==> src/rtl/modbus_consts.vh <==
// Constants for the serial slave query checker and read handler.
// Assumes inclusion by bare name from the design files under rtl/.
`ifndef MODBUS_CONSTS_VH
`define MODBUS_CONSTS_VH

// ==========================================================
// Function codes, exception flag and broadcast address
`define FC_READ 8'h03
`define FC_WRITE 8'h06
`define FC_DIAG 8'h08
`define FC_WRITE_MULTI 8'h10
`define EXC_FLAG 8'h80
`define BCAST_ADDR 8'h00

// ==========================================================
// Exception codes and communication error codes
`define EXC_NONE 8'h00
`define EXC_FUNC 8'h01
`define EXC_ADDR 8'h02
`define EXC_DATA 8'h03
`define EXC_SLAVE 8'h04
`define CERR_NONE 8'h00
`define CERR_ADDR 8'h88
`define CERR_UI_BUSY 8'h89
`define CERR_NVM_BUSY 8'h8A
`define CERR_RANGE 8'h8C

// ==========================================================
// Limits
`define ADDR_MAX 16'h1FFF
`define ADDR_LIMIT 17'h02000
`define CNT_MAX 16'h0011
`define RD_MAX 16'h0010
`define FIXED_LEN 9'h008
`define MULTI_BASE_LEN 9'h009
`define FRAME_MAX 9'h100
`define FRAME_MIN 9'h004

// ==========================================================
// Frame check
`define CRC_INIT 16'hFFFF
`define CRC_POLY 16'hA001

`endif

==> src/rtl/modbus_slave_fix.v <==
// Holds no logic of its own; the slave and its frame check live beside it.
// Assumes only the shared constants header.
`include "modbus_consts.vh"

==> src/rtl/modbus_slave.v <==
// Query checker and read handler for a serial slave in a motor driver.
// Assumes a UART in the same clock domain that delivers bytes and an end-of-frame pulse,
// a holding register store answering one cycle after a read strobe.
//
// Notes on behaviour
// - Unsupported function code answers exception 01h.
// - Diagnosis with sub-function other than 0000h answers exception 01h.
// - Start address above 1FFFh answers 02h and records error 88h.
// - Start address plus count reaching 2000h answers 02h.
// - Count of zero or above 17 answers 03h and records error 8Ch.
// - Byte count not twice the register count answers 03h.
// - Frame length wrong for its function answers 03h.
// - User port busy answers 04h and records error 89h.
// - Internal busy or memory alarm answers 04h and records error 8Ah.
// - Write value out of setting range answers 04h, records 8Ch.
// - Read function returns one to sixteen registers from the start address.
// - Registers are fetched and sent in ascending address order.
// - Read reply echoes address, function, byte count, registers high first, check.
// - Exception reply carries function plus 80h, exception code, then check.
// - Frame check presets FFFFh, xors bytes, shifts, xors A001h on carry.
// - Broadcast queries are executed but never answered.
// - Error, bad check or over 256 bytes discards the query silently.
`include "modbus_consts.vh"

module modbus_slave (
  input wire ref_clk,
  input wire rst,
  input wire ce,
  input wire [7:0] slave_addr,
  input wire [7:0] rx_data,
  input wire rx_valid,
  input wire rx_err,
  input wire rx_end,
  output wire [7:0] tx_data,
  output wire tx_valid,
  input wire tx_ready,
  output wire reg_rd_en,
  output wire [15:0] reg_rd_addr,
  input wire [15:0] reg_rd_data,
  output wire wr_en,
  output wire [15:0] wr_addr,
  output wire [15:0] wr_data,
  input wire wr_in_range,
  input wire ui_busy,
  input wire internal_processing_busy,
  input wire nvm_alarm,
  output wire [7:0] comm_err_code,
  output wire comm_err_pulse
);

  localparam [2:0] S_IDLE = 3'd0;
  localparam [2:0] S_CHECK = 3'd1;
  localparam [2:0] S_HDR = 3'd2;
  localparam [2:0] S_FETCH = 3'd3;
  localparam [2:0] S_LATCH = 3'd4;
  localparam [2:0] S_DATA = 3'd5;
  localparam [2:0] S_CRC = 3'd6;
  reg [2:0] state_q, idx_q, hdr_len_q;
  reg [7:0] q_mem [0:7];
  reg [8:0] len_q;
  reg [15:0] rx_crc_q, tx_crc_q, rd_addr_q, word_q;
  reg [7:0] tx_data_q, exc_q, cerr_q;
  reg [4:0] left_q;
  reg err_q, tx_valid_q, is_read_q, half_q, wr_en_q, cerr_pulse_q;
  reg [7:0] ld_byte;
  reg ld_go;
  wire [15:0] rx_crc_next;
  wire [15:0] tx_crc_next;
  wire [7:0] fc = q_mem[1];
  wire [15:0] start = {q_mem[2], q_mem[3]};
  wire [15:0] count = {q_mem[4], q_mem[5]};
  wire [16:0] span = {1'b0, start} + {1'b0, count};
  wire ranged = (fc == `FC_READ) || (fc == `FC_WRITE_MULTI);
  wire fire = tx_valid_q && tx_ready;
  // Function-dependent frame length
  function [8:0] want_len;
    input [7:0] f;
    input [15:0] n;
    begin
      if (f == `FC_WRITE_MULTI) begin
        want_len = `MULTI_BASE_LEN + {n[7:0], 1'b0};
      end else begin
        want_len = `FIXED_LEN;
      end
    end
  endfunction

  // ==========================================================
  // Frame check instances
  crc16_step rx_crc_u (.crc_in(rx_crc_q), .data_in(rx_data), .crc_out(rx_crc_next));
  crc16_step tx_crc_u (.crc_in(tx_crc_q), .data_in(ld_byte), .crc_out(tx_crc_next));

  // ==========================================================
  // Query validation
  reg discard;
  reg [7:0] exc;
  reg [7:0] cerr;
  always @* begin
    discard = err_q || (len_q > `FRAME_MAX) || (len_q < `FRAME_MIN) || (rx_crc_q != 16'h0000)
      || ((q_mem[0] != slave_addr) && (q_mem[0] != `BCAST_ADDR));
    exc = `EXC_NONE;
    cerr = `CERR_NONE;
    if ((fc != `FC_READ) && (fc != `FC_WRITE) && (fc != `FC_DIAG)
      && (fc != `FC_WRITE_MULTI)) begin
      exc = `EXC_FUNC;
    end else if ((fc == `FC_DIAG) && (start != 16'h0000)) begin
      exc = `EXC_FUNC;
    end else if ((fc != `FC_DIAG)
      && ((start > `ADDR_MAX) || (ranged && (span >= `ADDR_LIMIT)))) begin
      exc = `EXC_ADDR;
      cerr = `CERR_ADDR;
    end else if ((ranged && ((count == 16'h0000) || (count > `CNT_MAX)))
      || ((fc == `FC_WRITE_MULTI) && ({1'b0, count} + {1'b0, count} != {9'h000, q_mem[6]}))
      || (len_q != want_len(fc, count)) || ((fc == `FC_READ) && (count > `RD_MAX))) begin
      exc = `EXC_DATA;
      cerr = `CERR_RANGE;
    end else if (ui_busy) begin
      exc = `EXC_SLAVE;
      cerr = `CERR_UI_BUSY;
    end else if (internal_processing_busy || nvm_alarm) begin
      exc = `EXC_SLAVE;
      cerr = `CERR_NVM_BUSY;
    end else if ((fc == `FC_WRITE) && !wr_in_range) begin
      exc = `EXC_SLAVE;
      cerr = `CERR_RANGE;
    end
  end

  // ==========================================================
  // Reply byte selection
  always @* begin
    ld_go = !tx_valid_q && ((state_q == S_HDR) || (state_q == S_DATA) || (state_q == S_CRC));
    case (state_q)
      S_HDR: begin
        case (idx_q)
          3'd0: ld_byte = q_mem[0];
          3'd1: ld_byte = (exc_q != `EXC_NONE) ? (q_mem[1] | `EXC_FLAG) : q_mem[1];
          3'd2: ld_byte = (exc_q != `EXC_NONE) ? exc_q
            : (is_read_q ? {2'b00, left_q, 1'b0} : q_mem[2]);
          3'd3: ld_byte = q_mem[3];
          3'd4: ld_byte = q_mem[4];
          default: ld_byte = q_mem[5];
        endcase
      end
      S_DATA: ld_byte = half_q ? word_q[7:0] : word_q[15:8];
      S_CRC: ld_byte = half_q ? tx_crc_q[15:8] : tx_crc_q[7:0];
      default: ld_byte = 8'h00;
    endcase
  end

  // ==========================================================
  // Receive, check and reply sequencer
  always @(posedge ref_clk) begin
    if (rst) begin
      state_q <= S_IDLE;
      len_q <= 9'h000;
      err_q <= 1'b0;
      rx_crc_q <= `CRC_INIT;
      tx_crc_q <= `CRC_INIT;
      tx_data_q <= 8'h00;
      tx_valid_q <= 1'b0;
      idx_q <= 3'd0;
      hdr_len_q <= 3'd0;
      exc_q <= `EXC_NONE;
      is_read_q <= 1'b0;
      rd_addr_q <= 16'h0000;
      left_q <= 5'd0;
      word_q <= 16'h0000;
      half_q <= 1'b0;
      wr_en_q <= 1'b0;
      cerr_q <= `CERR_NONE;
      cerr_pulse_q <= 1'b0;
    end else if (ce) begin
      wr_en_q <= 1'b0;
      cerr_pulse_q <= 1'b0;
      if (ld_go) begin
        tx_data_q <= ld_byte;
        tx_valid_q <= 1'b1;
        tx_crc_q <= (state_q == S_CRC) ? tx_crc_q : tx_crc_next; // Check bytes stay out of the sum
      end else if (fire) begin
        tx_valid_q <= 1'b0;
      end
      case (state_q)
        S_IDLE: begin
          if (rx_valid) begin
            if (len_q < `FIXED_LEN) begin
              q_mem[len_q[2:0]] <= rx_data;
            end
            if (len_q <= `FRAME_MAX) begin
              len_q <= len_q + 9'h001;
            end
            rx_crc_q <= rx_crc_next;
            err_q <= err_q | rx_err;
          end
          if (rx_end) begin
            state_q <= S_CHECK;
          end
        end
        S_CHECK: begin
          len_q <= 9'h000;
          err_q <= 1'b0;
          rx_crc_q <= `CRC_INIT;
          tx_crc_q <= `CRC_INIT;
          idx_q <= 3'd0;
          half_q <= 1'b0;
          exc_q <= exc;
          is_read_q <= (fc == `FC_READ);
          rd_addr_q <= start;
          left_q <= count[4:0];
          hdr_len_q <= ((exc != `EXC_NONE) || (fc == `FC_READ)) ? 3'd3 : 3'd6;
          if (!discard && (cerr != `CERR_NONE)) begin
            cerr_q <= cerr;
            cerr_pulse_q <= 1'b1;
          end
          if (!discard && (exc == `EXC_NONE) && (fc == `FC_WRITE)) begin
            wr_en_q <= 1'b1;
          end
          if (discard || (q_mem[0] == `BCAST_ADDR)) begin
            state_q <= S_IDLE;
          end else begin
            state_q <= S_HDR;
          end
        end
        S_HDR: begin
          if (fire) begin
            idx_q <= idx_q + 3'd1;
            if (idx_q + 3'd1 == hdr_len_q) begin
              state_q <= (is_read_q && (exc_q == `EXC_NONE)) ? S_FETCH : S_CRC;
            end
          end
        end
        S_FETCH: begin
          state_q <= S_LATCH;
        end
        S_LATCH: begin
          word_q <= reg_rd_data;
          half_q <= 1'b0;
          state_q <= S_DATA;
        end
        S_DATA: begin
          if (fire) begin
            half_q <= ~half_q;
            if (half_q) begin
              rd_addr_q <= rd_addr_q + 16'h0001;
              left_q <= left_q - 5'd1;
              state_q <= (left_q == 5'd1) ? S_CRC : S_FETCH;
            end
          end
        end
        S_CRC: begin
          if (fire) begin
            half_q <= ~half_q;
            if (half_q) begin
              state_q <= S_IDLE;
            end
          end
        end
        default: begin
          state_q <= S_IDLE;
        end
      endcase
    end
  end

  // ==========================================================
  // Outputs
  assign tx_data = tx_data_q;
  assign tx_valid = tx_valid_q;
  assign reg_rd_en = ce && (state_q == S_FETCH);
  assign reg_rd_addr = rd_addr_q;
  assign wr_en = wr_en_q;
  assign wr_addr = start;
  assign wr_data = count;
  assign comm_err_code = cerr_q;
  assign comm_err_pulse = cerr_pulse_q;

endmodule // modbus_slave

==> src/rtl/crc16_step.v <==
// One-byte update of the reflected 16-bit frame check.
// Assumes a purely combinational use; the caller holds the register.
`include "modbus_consts.vh"

module crc16_step (
  input wire [15:0] crc_in,
  input wire [7:0] data_in,
  output reg [15:0] crc_out
);

  integer i;

  // ==========================================================
  // Byte update
  // xor, shift, polynomial
  always @* begin
    crc_out = crc_in ^ {8'h00, data_in};
    for (i = 0; i < 8; i = i + 1) begin
      if (crc_out[0]) begin
        crc_out = (crc_out >> 1) ^ `CRC_POLY;
      end else begin
        crc_out = crc_out >> 1;
      end
    end
  end

endmodule // crc16_step

==> config.mk <==
export PLATFORM = sky130hd
export DESIGN_NAME = modbus_slave
export DESIGN_NICKNAME = d
export VERILOG_FILES = /design/src/rtl/modbus_slave_fix.v /design/src/rtl/modbus_slave.v /design/src/rtl/crc16_step.v
export VERILOG_INCLUDE_DIRS = /design/src /design/src/rtl
export SDC_FILE = /design/constraint.sdc
export NUM_CORES = 1
export LEC_CHECK = 0
export ABC_AREA = 1
export ABC_CLOCK_PERIOD_IN_PS = 5900
export BUFFER_PORTS_ARGS = -buffer_cell sky130_fd_sc_hd__buf_4
export CAP_MARGIN = 20
export CORE_MARGIN = 2
export CORE_UTILIZATION = 48
export CTS_CLUSTER_DIAMETER = 150
export CTS_CLUSTER_SIZE = 40
export DETAILED_ROUTE_END_ITERATION = 12
export GPL_TIMING_DRIVEN = 0
export PLACE_DENSITY = 0.76
export SKIP_LAST_GASP = 1
export SLEW_MARGIN = 30
export SYNTH_ARGS = -nofsm -noshare
export SYNTH_HDL_FRONTEND = slang
export SYNTH_SLANG_ARGS = --single-unit
==> constraint.sdc <==
create_clock -name ref_clk -period 5.9 [get_ports ref_clk]
set_input_delay 0.59 -clock ref_clk [delete_from_list [all_inputs] [get_ports ref_clk]]
set_output_delay 0.59 -clock ref_clk [all_outputs]
set_load 0.01 [all_outputs]
==> impl_metrics.yaml <==
synthesis:
  synth_seq_cells: 164
  synth-edff-count: 56
  synth_top_area_cell: "dfxtp_1"
  yosys_warnings: 0
  yosys-top-cells-area: "dfxtp_1, edfxtp_1, nand2_1"
  ys_seq_area_frac: 0.398
  yosysTopAreaCellShare: 0.224
  avgSynthCellArea_um2: 7.27
  yosysUniqueCellTypes: 48
  synth_cells: 1327
  ys_async_sr_fraction: 0
  synthFlopType: "dfxtp_1"
  syn-cell-area_mm2: 0.00965
placement:
  port_buffers: 105
  dp_worst_setup_slack_ps: 2610
  placed_cell_area_mm2: 0.0108
  globalplace.congestion: 0.940
  hpwl_um: 22500
  placedCellCount: 1699
worst_setup_path:
  crit_required_ps: 6240
  r2r_setup_slack_ps: 2780
  cp-start-kind: "flop"
  reg2reg_to: "hdr_len_q[0]$_SDFFE_PP0P_"
  cp_data_arrival_time_ps: 3470
  worst-path-max-fanout: 5
  path_class: "reg2reg"
  crit_path_end_kind: "flop"
  ff2ff_path_depth: 16
  reg2reg_from: "q_mem[5][0]$_DFFE_PP_"
sta:
  grt_setup_unrepaired: "no"
  worst_slack_ps: 2780
  tns_ps: 0
  finalHoldViolations: 0
  setup_viol: 0
  fmax_mhz: 320
  worst_slew_pin_slew_ps: 736
  whs_ps: 377
  fin_crit_sh: 0.529
  layout_min_cycle_time_ps: 3120
  slew_viol_final: 0
  skew_ps: 12.9
  max_slew_margin: 0.507
global_routing:
  grt_max_degree: 19
  globalRouteMet2Util: 0.442
  use_met1: 0.370
  grt.overflow.total: 0
  busiest_layer: "met2"
  grt_pass1_vias: 8756
  track_usage: 0.273
  grt_antenna_before_repair: 1
  grt_first_pass_wirelength_um: 46300
  grt_use_met3: 0.0545
final_layout:
  layout.nets: 1524
  diodes: 0
  fin_area_mm2: 0.0114
  syn_to_final_growth_pct: 17.9
  fin_cells: 1731
  drive_gt1_frac: 0.140
  postLayoutCoreUtil: 0.580
drt:
  firstDrtPassIters: 6
  drt_first_iter_violations: 1013
  wl_per_cell_um: 17.0
  remaining_drc_errors: 0
  drtAntennaViolNets: 0
  routed-via-count: 9726
  via_per_inst: 5.62
  wl_um: 29500
floorplan:
  rows: 51
  design.die.area_mm2: 0.0212
  die_h_um: 146
  start_util: 0.492
  coreArea_mm2: 0.0196
  io_pins: 111
  die_x_um: 146
clocking:
  clock_sinks: 164
  clkTransAtPathRegs_ps: 70
  h-tree-depth: 4
  cts_buffer_depth: 2
  cts_resized: 0
  tritoncts: "yes"
  insertion_delay_ps: 450
  cts_buffers: 17
  cts_hold_buf: 0
  post_cts.repair.setup_buffers: 0
  root_buffer: "clkbuf_16"
power_and_ir_drop:
  p_total_mw: 2.66
  power_density_mw_per_mm2: 234
  ir_drop_mv: 0.295
  leakage_nw: 4.92
hold_path:
  hold_start: "rx_err"
  holdPathEnd: "err_q$_SDFFE_PP0P_"
  hold_class: "in2reg"
  min_path_cells: 3
run:
  cap_violations: 0
outcome:
  status: "finished, final reports clean"
==> report_power, final <==
group	internal, mW	leakage [nW]	switching (mW)
Clock	0.567	0.285	0.538
Combinational	0.127	3.25	0.200
Sequential	1.20	1.38	0.0329
==> logic make-up after synthesis <==
family	after synthesis	share of synthesized area
simple gates	594	0.270
xor+xnor	51	0.0463
buf+inv	201	0.0839
flops	164	0.398
other cells	1	0.000389
fa+ha+maj	28	0.0371
compound gates	288	0.164
==> how the worst max path moves through the flow <==
stage | startpoint | endpoint | slack (ps) | depth (start not counted)
floorplan | ce | q_mem[4][0]$_DFFE_PP_ | 3260 | 6
global placement | ce | q_mem[2][3]$_DFFE_PP_ | 2320 | 6
detailed placement | ce | q_mem[0][0]$_DFFE_PP_ | 2610 | 6
CTS | idx_q[2]$_SDFFE_PP0P_ | tx_crc_q[0]$_SDFFE_PP1P_ | 2910 | 21
global route | idx_q[2]$_SDFFE_PP0P_ | tx_crc_q[0]$_SDFFE_PP1P_ | 2650 | 21
finish | q_mem[5][0]$_DFFE_PP_ | hdr_len_q[0]$_SDFFE_PP0P_ | 2780 | 16
==> registers in the layout (all words and copies together), names as in the netlist, 5 cells and up <==
| signal | flops |
|---|---|
| tx_data | 8 |
| reg_rd_addr | 16 |
| tx_crc_q | 16 |
| word_q | 16 |
| rx_crc_q | 16 |
| left_q | 5 |
| q_mem | 56 |
| len_q | 9 |
==> critical path, stage by stage (launching register included) <==
cell and delay, ps:
edfxtp_1 580, ha_1 300, fa_1 360, nand3_1 110, a31oi_1 80, o21ai_0 280, nand3b_1 120, nand2_1 80
nand2_1 50, o21ai_0 180, nand2_1 80, nand2_1 210, nand2_1 160, nor3_2 190, nand2_1 110, nand3_1 80
nand2_1 50
==> cell usage after synthesis (3+ instances only) <==
cell      number
nand2_1      311
inv_1        144
o21ai_0      116
a21oi_1      110
dfxtp_1      108
nor2_1        97
nand3_1       82
edfxtp_1      56
nor3_1        30
xnor2_1       30
ha_1          27
clkbuf_1      25
xor2_1        21
nand4_1       20
nand2_2       18
o211ai_1      15
nor4_1        13
buf_2         12
a211oi_1      11
o22ai_1       11
a31oi_1        8
inv_2          8
nand3_2        5
buf_4          4
nor2_2         4
o21ai_1        4
or2_2          4
a21o_1         3
buf_6          3
clkinv_1       3
==> placed cells by master (no fill, tap or decap), types with 8 or more instances in the layout <==
cell type,instances
nor2_1,97
buf_4,109
nand3_1,82
nor3_1,26
nand2_2,18
edfxtp_1,56
clkbuf_16,17
buf_2,12
inv_2,8
xor2_1,21
clkbuf_1,25
ha_1,27
nor4_1,13
inv_1,144
a211oi_1,11
o211ai_1,15
xnor2_1,30
nand2_1,311
a21oi_1,110
nand4_1,20
dfxtp_1,108
o22ai_1,11
o21ai_0,116
a31oi_1,8
==> final cells by class <==
cell class,instances,area (µm²)
clock inverter,15,153
tap,265,332
fill,1868,8220
buffer,45,221
inverter,156,588
timing repair buffer,105,788
sequential,164,3840
multi-input combinational,964,5020
clock buffer,17,425
==> metal layers <==
metal	up-vias	routed length [µm]	share of wire
met5	-	11	0.00037
met4	2	609	0.021
met3	58	2670	0.091
met2	478	13700	0.46
met1	4491	12500	0.42
li1	4697	-	-
Note: power is estimated with default switching activity, not from simulation.
